`src/core/rfs_params.svh`:
```
`ifndef RFS_PARAMS_SVH
`define RFS_PARAMS_SVH

// ==========================================
// Register byte offsets
`define RFS_OFF_CTRL 8'h00
`define RFS_OFF_UPPER 8'h04
`define RFS_OFF_LOWER 8'h08
`define RFS_OFF_XON 8'h0c
`define RFS_OFF_XOFF 8'h10
`define RFS_OFF_RXDATA 8'h14
`define RFS_OFF_COUNT 8'h18
`define RFS_OFF_FSR 8'h1c
`define RFS_OFF_ISR 8'h20
`define RFS_OFF_IRQ_ST 8'h24
`define RFS_OFF_IRQ_MSK 8'h28

// ==========================================
// Control field positions
`define RFS_CTRL_FIFO_EN 0
`define RFS_CTRL_MODE256 1
`define RFS_CTRL_AUTO_RTS 2
`define RFS_CTRL_AUTO_CTS 3
`define RFS_CTRL_SW_TX 4
`define RFS_CTRL_SW_RX 5

// ==========================================
// Status field positions
`define RFS_FSR_RX_HW 5
`define RFS_FSR_RX_SW 4
`define RFS_FSR_TX_HW 1
`define RFS_FSR_TX_SW 0
`define RFS_ISR_CNT_MSB 6
`define RFS_RXDATA_VALID 8
`define RFS_IRQ_THROTTLE 0
`define RFS_IRQ_XOFF 1
`define RFS_IRQ_DROP 2

// ==========================================
// Reset values
`define RFS_CTRL_RST 6'h00
`define RFS_UPPER_RST 9'h030
`define RFS_LOWER_RST 9'h010
`define RFS_XON_RST 8'h11
`define RFS_XOFF_RST 8'h13
`define RFS_IRQ_RST 3'h0

// ==========================================
// FIFO capacities
`define RFS_DEPTH_BIG 256
`define RFS_DEPTH_SMALL 64

`endif

```
`src/core/rfs_pkg.sv`:
```
package rfs_pkg;

  typedef struct packed {
    logic [5:0] ctrl;
    logic [8:0] upper;
    logic [8:0] lower;
    logic [7:0] xon;
    logic [7:0] xoff;
    logic [2:0] irq_st;
    logic [2:0] irq_msk;
    logic ap_v;
    logic ap_wr;
    logic [7:0] ap_off;
    logic [31:0] rdata;
    logic ready;
    logic cts_m;
    logic cts_s;
    logic rx_hw;
    logic rx_sw;
    logic tx_hw;
    logic tx_sw;
    logic tx_halt;
    logic send_xon;
    logic send_xoff;
    logic irq;
    logic flush;
  } rfs_state_t;

endpackage : rfs_pkg

```
`src/core/rfs_core.sv`:
```
// Chosen here: the placing of the registers and the AHB-Lite interface to the registers.
`timescale 1ns/1ps
`include "rfs_params.svh"

// How it works
// - Count register reports characters held, tracking every write and host read.
// - In 64-byte mode the count uses bits 6:0 only, 64 reads 0x40.
// - In 256-byte mode count is nine bits, MSB in interrupt source bit 6.
// - Flow status bits 7:6 and 3:2 always read zero.
// - Receive hardware throttle bit reads zero unless FIFO and auto-RTS enabled.
// - Fill above upper sets bit 5 and RTS not-ready; at most lower clears it.
// - Arrivals still stored while throttled if space remains; dropped once full.
// - Receive software throttle bit reads zero unless FIFO and software control enabled.
// - Fill above upper sets bit 4 and sends Xoff.
// - After Xoff, fill down to lower clears bit 4 and sends Xon.
// - Transmit hardware throttle bit reads zero unless FIFO and auto-CTS enabled.
// - Bit 1 mirrors CTS; high holds transmit data, low lets it go.
// - Received Xoff sets bit 0 and halts transmit; later Xon clears it.
module rfs_core (
  input wire logic sys_clk,
  input wire logic reset,
  input wire logic hsel,
  input wire logic [31:0] haddr,
  input wire logic [1:0] htrans,
  input wire logic hwrite,
  input wire logic [2:0] hsize,
  input wire logic [31:0] hwdata,
  input wire logic hready,
  output logic hreadyout,
  output logic hresp,
  output logic [31:0] hrdata,
  input wire logic rx_valid,
  input wire logic [7:0] rx_data,
  input wire logic cts_n,
  output logic rts_n,
  output logic tx_halt,
  output logic send_xon,
  output logic send_xoff,
  output logic irq
);

  localparam rfs_pkg::rfs_state_t ST_RST = '{
    ctrl: `RFS_CTRL_RST,
    upper: `RFS_UPPER_RST,
    lower: `RFS_LOWER_RST,
    xon: `RFS_XON_RST,
    xoff: `RFS_XOFF_RST,
    irq_st: `RFS_IRQ_RST,
    irq_msk: `RFS_IRQ_RST,
    ready: 1'b1,
    default: '0
  };

  rfs_pkg::rfs_state_t q, d;

  // ==========================================
  // Receive FIFO
  logic [8:0] cnt;
  logic [8:0] cap;
  logic [7:0] fifo_rd;
  logic fifo_wr;
  logic fifo_ready;
  logic fifo_pop;
  logic take;
  logic fifo_en;
  logic hw_en;
  logic sw_tx_en;
  logic sw_rx_en;
  logic cts_en;
  logic is_xoff;
  logic is_xon;
  logic drop;

  function automatic logic thr_next(
    input logic cur,
    input logic en,
    input logic [8:0] c,
    input logic [8:0] up,
    input logic [8:0] lo
  );
    // Hysteresis: set above upper, release at or below lower or when disabled
    if (!en) begin
      thr_next = 1'b0;
    end else if (c > up) begin
      thr_next = 1'b1;
    end else if (c <= lo) begin
      thr_next = 1'b0;
    end else begin
      thr_next = cur;
    end
  endfunction : thr_next

  assign take = hsel && htrans[1] && hready;
  assign fifo_en = q.ctrl[`RFS_CTRL_FIFO_EN];
  assign hw_en = fifo_en && q.ctrl[`RFS_CTRL_AUTO_RTS];
  assign sw_tx_en = fifo_en && q.ctrl[`RFS_CTRL_SW_TX];
  assign sw_rx_en = fifo_en && q.ctrl[`RFS_CTRL_SW_RX];
  assign cts_en = fifo_en && q.ctrl[`RFS_CTRL_AUTO_CTS];
  assign is_xoff = rx_valid && sw_rx_en && (rx_data == q.xoff);
  assign is_xon = rx_valid && sw_rx_en && (rx_data == q.xon) && !is_xoff;
  // Flow characters are consumed, never stored, while software receive control is on
  assign fifo_wr = rx_valid && !is_xoff && !is_xon;
  assign drop = fifo_wr && !fifo_ready;
  assign fifo_pop = take && !hwrite && (haddr[7:0] == `RFS_OFF_RXDATA);
  // With the FIFO off a single holding slot remains
  assign cap = !fifo_en ? 9'h001 :
               q.ctrl[`RFS_CTRL_MODE256] ? 9'h100 : 9'h040;

  rfs_rx_fifo #(
    .DEPTH(`RFS_DEPTH_BIG)
  ) u_fifo (
    .sys_clk(sys_clk),
    .reset(reset),
    .flush(q.flush),
    .cap(cap),
    .wr_valid(fifo_wr),
    .wr_data(rx_data),
    .wr_ready(fifo_ready),
    .rd_en(fifo_pop),
    .rd_data(fifo_rd),
    .count(cnt)
  );

  // ==========================================
  // State update
  always_comb begin
    logic [31:0] rv;
    logic [2:0] ev;
    logic [2:0] clr;
    rv = '0;
    ev = '0;
    clr = '0;
    d = q;
    d.send_xon = 1'b0;
    d.send_xoff = 1'b0;
    d.flush = 1'b0;
    d.ready = 1'b1;
    d.cts_m = cts_n;
    d.cts_s = q.cts_m;

    // Read data is formed in the address phase and stands in the data phase
    unique case (haddr[7:0])
      `RFS_OFF_CTRL: rv[5:0] = q.ctrl;
      `RFS_OFF_UPPER: rv[8:0] = q.upper;
      `RFS_OFF_LOWER: rv[8:0] = q.lower;
      `RFS_OFF_XON: rv[7:0] = q.xon;
      `RFS_OFF_XOFF: rv[7:0] = q.xoff;
      `RFS_OFF_RXDATA: begin
        rv[7:0] = fifo_rd;
        rv[`RFS_RXDATA_VALID] = cnt != 9'h000;
      end
      `RFS_OFF_COUNT: begin
        if (q.ctrl[`RFS_CTRL_MODE256]) begin
          rv[7:0] = cnt[7:0];
        end else begin
          rv[6:0] = cnt[6:0];
        end
      end
      `RFS_OFF_FSR: begin
        rv[`RFS_FSR_RX_HW] = q.rx_hw;
        rv[`RFS_FSR_RX_SW] = q.rx_sw;
        rv[`RFS_FSR_TX_HW] = q.tx_hw;
        rv[`RFS_FSR_TX_SW] = q.tx_sw;
      end
      `RFS_OFF_ISR: rv[`RFS_ISR_CNT_MSB] = q.ctrl[`RFS_CTRL_MODE256] && cnt[8];
      `RFS_OFF_IRQ_ST: rv[2:0] = q.irq_st;
      `RFS_OFF_IRQ_MSK: rv[2:0] = q.irq_msk;
      default: rv = '0;
    endcase

    d.ap_v = take;
    if (take) begin
      d.ap_wr = hwrite;
      d.ap_off = haddr[7:0];
      if (!hwrite) begin
        d.rdata = rv;
      end
    end

    // Count, flow status and interrupt source have no write case
    if (q.ap_v && q.ap_wr) begin
      unique case (q.ap_off)
        `RFS_OFF_CTRL: begin
          d.ctrl = hwdata[5:0];
          // Resize or disable empties the FIFO, no stale fill survives
          d.flush = (hwdata[`RFS_CTRL_FIFO_EN] != q.ctrl[`RFS_CTRL_FIFO_EN]) ||
                    (hwdata[`RFS_CTRL_MODE256] != q.ctrl[`RFS_CTRL_MODE256]);
        end
        `RFS_OFF_UPPER: d.upper = hwdata[8:0];
        `RFS_OFF_LOWER: d.lower = hwdata[8:0];
        `RFS_OFF_XON: d.xon = hwdata[7:0];
        `RFS_OFF_XOFF: d.xoff = hwdata[7:0];
        `RFS_OFF_IRQ_ST: clr = hwdata[2:0];
        `RFS_OFF_IRQ_MSK: d.irq_msk = hwdata[2:0];
        default: clr = '0;
      endcase
    end

    // Receive throttling
    d.rx_hw = thr_next(q.rx_hw, hw_en, cnt, q.upper, q.lower);
    d.rx_sw = thr_next(q.rx_sw, sw_tx_en, cnt, q.upper, q.lower);
    d.send_xoff = !q.rx_sw && d.rx_sw;
    // Disabling software control drops the state without sending Xon
    d.send_xon = q.rx_sw && !d.rx_sw && sw_tx_en;

    // Transmit throttling
    d.tx_hw = cts_en && q.cts_s;
    if (!sw_rx_en) begin
      d.tx_sw = 1'b0;
    end else if (is_xoff) begin
      d.tx_sw = 1'b1;
    end else if (is_xon) begin
      d.tx_sw = 1'b0;
    end
    d.tx_halt = d.tx_hw || d.tx_sw;

    // Sticky events; a new event outranks a same-cycle clear
    ev[`RFS_IRQ_THROTTLE] = (!q.rx_hw && d.rx_hw) || (!q.rx_sw && d.rx_sw);
    ev[`RFS_IRQ_XOFF] = is_xoff;
    ev[`RFS_IRQ_DROP] = drop;
    d.irq_st = (q.irq_st & ~clr) | ev;
    d.irq = |(d.irq_st & d.irq_msk);
  end

  always_ff @(posedge sys_clk) begin
    if (reset) begin
      q <= ST_RST;
    end else begin
      q <= d;
    end
  end

  // ==========================================
  // Outputs
  assign hreadyout = q.ready;
  assign hresp = 1'b0;
  assign hrdata = q.rdata;
  assign rts_n = q.rx_hw;
  assign tx_halt = q.tx_halt;
  assign send_xon = q.send_xon;
  assign send_xoff = q.send_xoff;
  assign irq = q.irq;
endmodule : rfs_core

```
`src/core/rfs_rx_fifo.sv`:
```
`timescale 1ns/1ps
`include "rfs_params.svh"

module rfs_rx_fifo #(
  parameter int DEPTH = `RFS_DEPTH_BIG,
  parameter int AW = $clog2(DEPTH)
) (
  input wire logic sys_clk,
  input wire logic reset,
  input wire logic flush,
  input wire logic [AW:0] cap,
  input wire logic wr_valid,
  input wire logic [7:0] wr_data,
  output logic wr_ready,
  input wire logic rd_en,
  output logic [7:0] rd_data,
  output logic [AW:0] count
);

  typedef struct packed {
    logic [AW-1:0] wp;
    logic [AW-1:0] rp;
    logic [AW:0] cnt;
  } rfs_fifo_state_t;

  rfs_fifo_state_t q, d;
  logic [7:0] mem [DEPTH];
  logic push;
  logic pop;

  // Capacity shrinks in 64 mode or with the FIFO off; excess arrivals drop
  assign wr_ready = q.cnt < cap;
  assign push = wr_valid && wr_ready;
  assign pop = rd_en && (q.cnt != '0);
  assign rd_data = mem[q.rp];
  assign count = q.cnt;

  always_comb begin
    d = q;
    if (flush) begin
      d = '0;
    end else begin
      if (push) begin
        d.wp = q.wp + 1'b1;
      end
      if (pop) begin
        d.rp = q.rp + 1'b1;
      end
      d.cnt = q.cnt + {{AW{1'b0}}, push} - {{AW{1'b0}}, pop};
    end
  end

  always_ff @(posedge sys_clk) begin
    if (reset) begin
      q <= '0;
    end else begin
      q <= d;
    end
  end

  always_ff @(posedge sys_clk) begin
    if (push && !flush) begin
      mem[q.wp] <= wr_data;
    end
  end

endmodule : rfs_rx_fifo

```
`config.mk`:
```
export PLATFORM = sky130hd
export DESIGN_NAME = rfs_core
export DESIGN_NICKNAME = d
export VERILOG_FILES = /design/src/core/rfs_pkg.sv /design/src/core/rfs_core.sv /design/src/core/rfs_rx_fifo.sv
export VERILOG_INCLUDE_DIRS = /design/src /design/src/core
export SDC_FILE = /design/constraint.sdc
export NUM_CORES = 2
export LEC_CHECK = 0
export BUFFER_PORTS_ARGS = -buffer_cell sky130_fd_sc_hd__buf_4
export CAP_MARGIN = 20
export CORE_ASPECT_RATIO = 0.8
export CORE_MARGIN = 2
export CORE_UTILIZATION = 40
export CTS_BUF_LIST = sky130_fd_sc_hd__clkbuf_4
export CTS_CLUSTER_SIZE = 25
export DETAILED_ROUTE_END_ITERATION = 8
export GPL_TIMING_DRIVEN = 0
export PLACE_DENSITY = 0.53
export SYNTH_ARGS = -nofsm -noshare
export SYNTH_HDL_FRONTEND = slang
export SYNTH_HIERARCHICAL = 1
export SYNTH_SLANG_ARGS = --single-unit
```
`constraint.sdc`:
```
create_clock -name sys_clk -period 8.8 [get_ports sys_clk]
set_input_delay 1.76 -clock sys_clk [delete_from_list [all_inputs] [get_ports sys_clk]]
set_output_delay 1.76 -clock sys_clk [all_outputs]
set_load 0.01 [all_outputs]
```
==> results.json <==
{
  "status": "completed",
  "synth_top_cells_by_area": "edfxtp_1 72%, mux4_2 13%, dfxtp_1 2.6%",
  "synthCells": 4313,
  "hold_viol": 0,
  "cts_max_level": 6,
  "hold_depth": 1,
  "drt-pass1-iter-count": 7,
  "synth_top_cell_by_area": "edfxtp_1",
  "cts.hold.buffers_added": 0,
  "holdWs_ns": 0.4402,
  "postLayoutSetupSlackWorst_ns": 2.588,
  "ys_types": 81,
  "cts_tree": "yes",
  "cts_resized": 0,
  "yosys.area.top_type_share_pct": 72.32,
  "vdd_drop_max_mv": 0.1237,
  "grt-ovfl-total": 0,
  "utilization_pct": 45.68,
  "drt-initial-drc-count": 7617,
  "cts_setup_buffers": 0,
  "drc": 0,
  "grt_use_met2_pct": 36.86,
  "core_um2": 211600,
  "detail-route-antenna-nets": 0,
  "power_frac_seq_pct": 54.9,
  "place_congestion": 0.9681,
  "drt_wl_total_mm": 293.7,
  "cts_buffers": 546,
  "hold_class": "reg -> reg",
  "setup_viol": 0,
  "ys.flop_type": "edfxtp_1",
  "crit_fanout": 138,
  "swShare_pct": 23.37,
  "initial_core_util_pct": 40.19,
  "power.internal_w": 0.01578,
  "p_comb_share_pct": 4.8,
  "finalNetCount": 5126,
  "maxSlewHeadroom_pct": 6.408,
  "synth-edff-count": 2048,
  "pin_count": 123,
  "p_leak_nw": 30.26,
  "use_met3_pct": 8.913,
  "criticalPathCategory": "in -> reg",
  "hpwl_mm": 195.7,
  "clock_path_buffers": 4,
  "grt_pass1_vias": 47170,
  "ys_seq_elements": 2157,
  "rows": 151,
  "timing.fmax_mhz": 161.0,
  "skew_ns": 0.1221,
  "met1_usage_pct": 39.94,
  "clk_latency_ns": 1.25,
  "start_kind": "input port",
  "n_fill_cell": 18460,
  "grt_pass1_wl_mm": 394.2,
  "cts.sinks": 2157,
  "avgSynthCellArea_um2": 19.72,
  "areaGrowthSynthToFinish_pct": 13.67,
  "period_needed_ns": 6.212,
  "async_flop_share_pct": 0,
  "crit_required_ns": 9.85,
  "fin_tns_setup_ns": 0,
  "antenna_found_initial": 25,
  "grt_usage_pct": 26.75,
  "busiest_layer": "met1",
  "grt_max_degree": 157,
  "max_slew.worst_pin.slew_ns": 1.391,
  "instances_no_fill": 8171,
  "regToRegSetupSlack_ns": 2.62,
  "dp.cells": 7259,
  "power_frac_clock_pct": 40.3,
  "rsz0062_at_grt": "no",
  "detailedPlace.worstSlack_ns": 1.513,
  "drv_cap": 0,
  "vias_per_cell": 6.082,
  "layout-drive-gt1-share_pct": 30.46,
  "clk_pin_slew_worst_paths_ns": 0.06,
  "wire_per_inst_um": 35.94,
  "cp.arrival_ns": 7.26,
  "vias": 49690,
  "io_buffers": 41,
  "r2r_cells": 10,
  "period_share_pct": 70.60,
  "die_area_um2": 216300,
  "fp.dieH_um": 416.4,
  "timing.final.max_slew_violations": 0,
  "power_switching_w": 0.004813,
  "critPathCaptureType": "flop",
  "synth-seq-area-share_pct": 74.89,
  "root_buffer": "clkbuf_4",
  "ys_warn_count": 6,
  "die_w_um": 519.5,
  "cellPowerDensity_nw_per_um2": 213.0,
  "syn_area_um2": 85040
}
==> per-layer routing <==
layer	up-vias	wire length, um
met1	26470	124100
met3	465	37990
li1	19340	-
met5	-	170
met4	18	8137
met2	3396	123300
==> stage by stage <==
step	instance area (um2)	total power, W
3_3_place_gp	89000	0.01244
4_1_cts	96440	0.02075
3_5_place_dp	89930	0.01248
2_1_floorplan	85150	0.01196
6_report	96660	0.02059
5_1_grt	96660	0.02135
==> synth_stat cells (all sizes together), types with 7 or more instances <==
library cell	n
nand2	89
o311ai	9
inv	52
nor3	40
nor2	356
xor2	9
a22oi	138
and3	9
o21ai	25
mux2	7
buf	177
o22ai	53
a21oi	78
and2	11
edfxtp	2048
xnor2	26
clkbuf	120
mux4	500
o211ai	25
nor4	20
dfxtp	109
nand2b	15
nor2b	15
a221oi	28
nor3b	10
a22o	27
nand3	57
mux2i	107
nand4	17
ha	43
==> power by group through the flow <==
stage	Sequential [W]	Combinational, W	Clock [W]
after floorplan	0.0115	0.000446	0
after global placement	0.0115	0.000901	0
after detailed placement	0.0115	0.000953	0
after CTS	0.0113	0.000957	0.00849
after global routing	0.0113	0.00106	0.00900
final	0.0113	0.000994	0.00830
==> cells by family after synthesis <==
group                    count (synthesis)  synth area share, %
XOR/XNOR                                35               0.3605
AO/OA/AOI/OAI                          437                3.637
flip-flops                            2157                74.89
multiplexers                           614                14.59
AND/OR/NAND/NOR                        674                3.650
buffers and inverters                  350                2.207
adder cells (fa/ha/maj)                 44               0.6562
other                                    2             0.008831
==> cell usage in the layout (no fill, tap or decap), types with 27 or more instances in the layout <==
| cell | count |
|---|---|
| a21oi_1 | 78 |
| a221oi_1 | 28 |
| a22o_1 | 27 |
| a22oi_1 | 137 |
| buf_2 | 58 |
| buf_4 | 130 |
| buf_6 | 33 |
| buf_8 | 27 |
| clkbuf_1 | 101 |
| clkbuf_4 | 752 |
| clkinv_1 | 75 |
| conb_1 | 31 |
| dfxtp_1 | 109 |
| edfxtp_1 | 2048 |
| ha_1 | 43 |
| inv_1 | 52 |
| mux2i_1 | 107 |
| mux4_2 | 500 |
| nand2_1 | 89 |
| nand3_1 | 57 |
| nor2_1 | 355 |
| nor3_1 | 37 |
| o22ai_1 | 53 |
==> state kept, by name, summed over array words and instances (netlist names), named ones only <==
signal / cells
tx_halt: 1
u_fifo/q: 16
send_xoff: 1
fifo_en: 1
irq: 1
u_fifo/count: 9
send_xon: 1
hrdata: 9
rts_n: 1
q: 60
d: 1
u_fifo/mem: 2048
==> worst max-delay path, cell delays in order <==
cell and delay [ns]:
buf_8 0.50, buf_16 0.49, xnor2_1 0.19, nand4_1 0.12, or4_1 0.46, and3_4 0.23
nand2b_1 0.40, a21oi_1 0.25, buf_2 0.29, inv_1 0.30, ha_1 0.29, inv_1 0.05
ha_1 0.16, inv_1 0.07, fa_1 0.41, nand2b_1 0.18, a21oi_1 0.20, o21ai_0 0.13
a21oi_1 0.23, o41ai_1 0.11, xnor2_1 0.15, nor2_1 0.05
==> cell type report <==
cell class	count	area, um2	area share, %
flip-flops and latches	2157	63680	65.88
repair buffers	108	1396	1.445
inverters	53	198.9	0.2058
diodes	6	15.01	0.01553
well taps	2830	3541	3.663
clock buffers	751	5638	5.832
multi-input cells	1835	19610	20.29
clock inverters	134	877.1	0.9074
plain buffers	297	1708	1.767
==> worst paths after layout <==
path                    from         endpoint
setup / recovery  rx_data[1]  u_fifo/count[8]
hold / removal          d[9]             q[9]
setup reg to reg        flop        hrdata[1]
hold reg to reg         d[9]             q[9]
(Power assumes the default switching activity.)
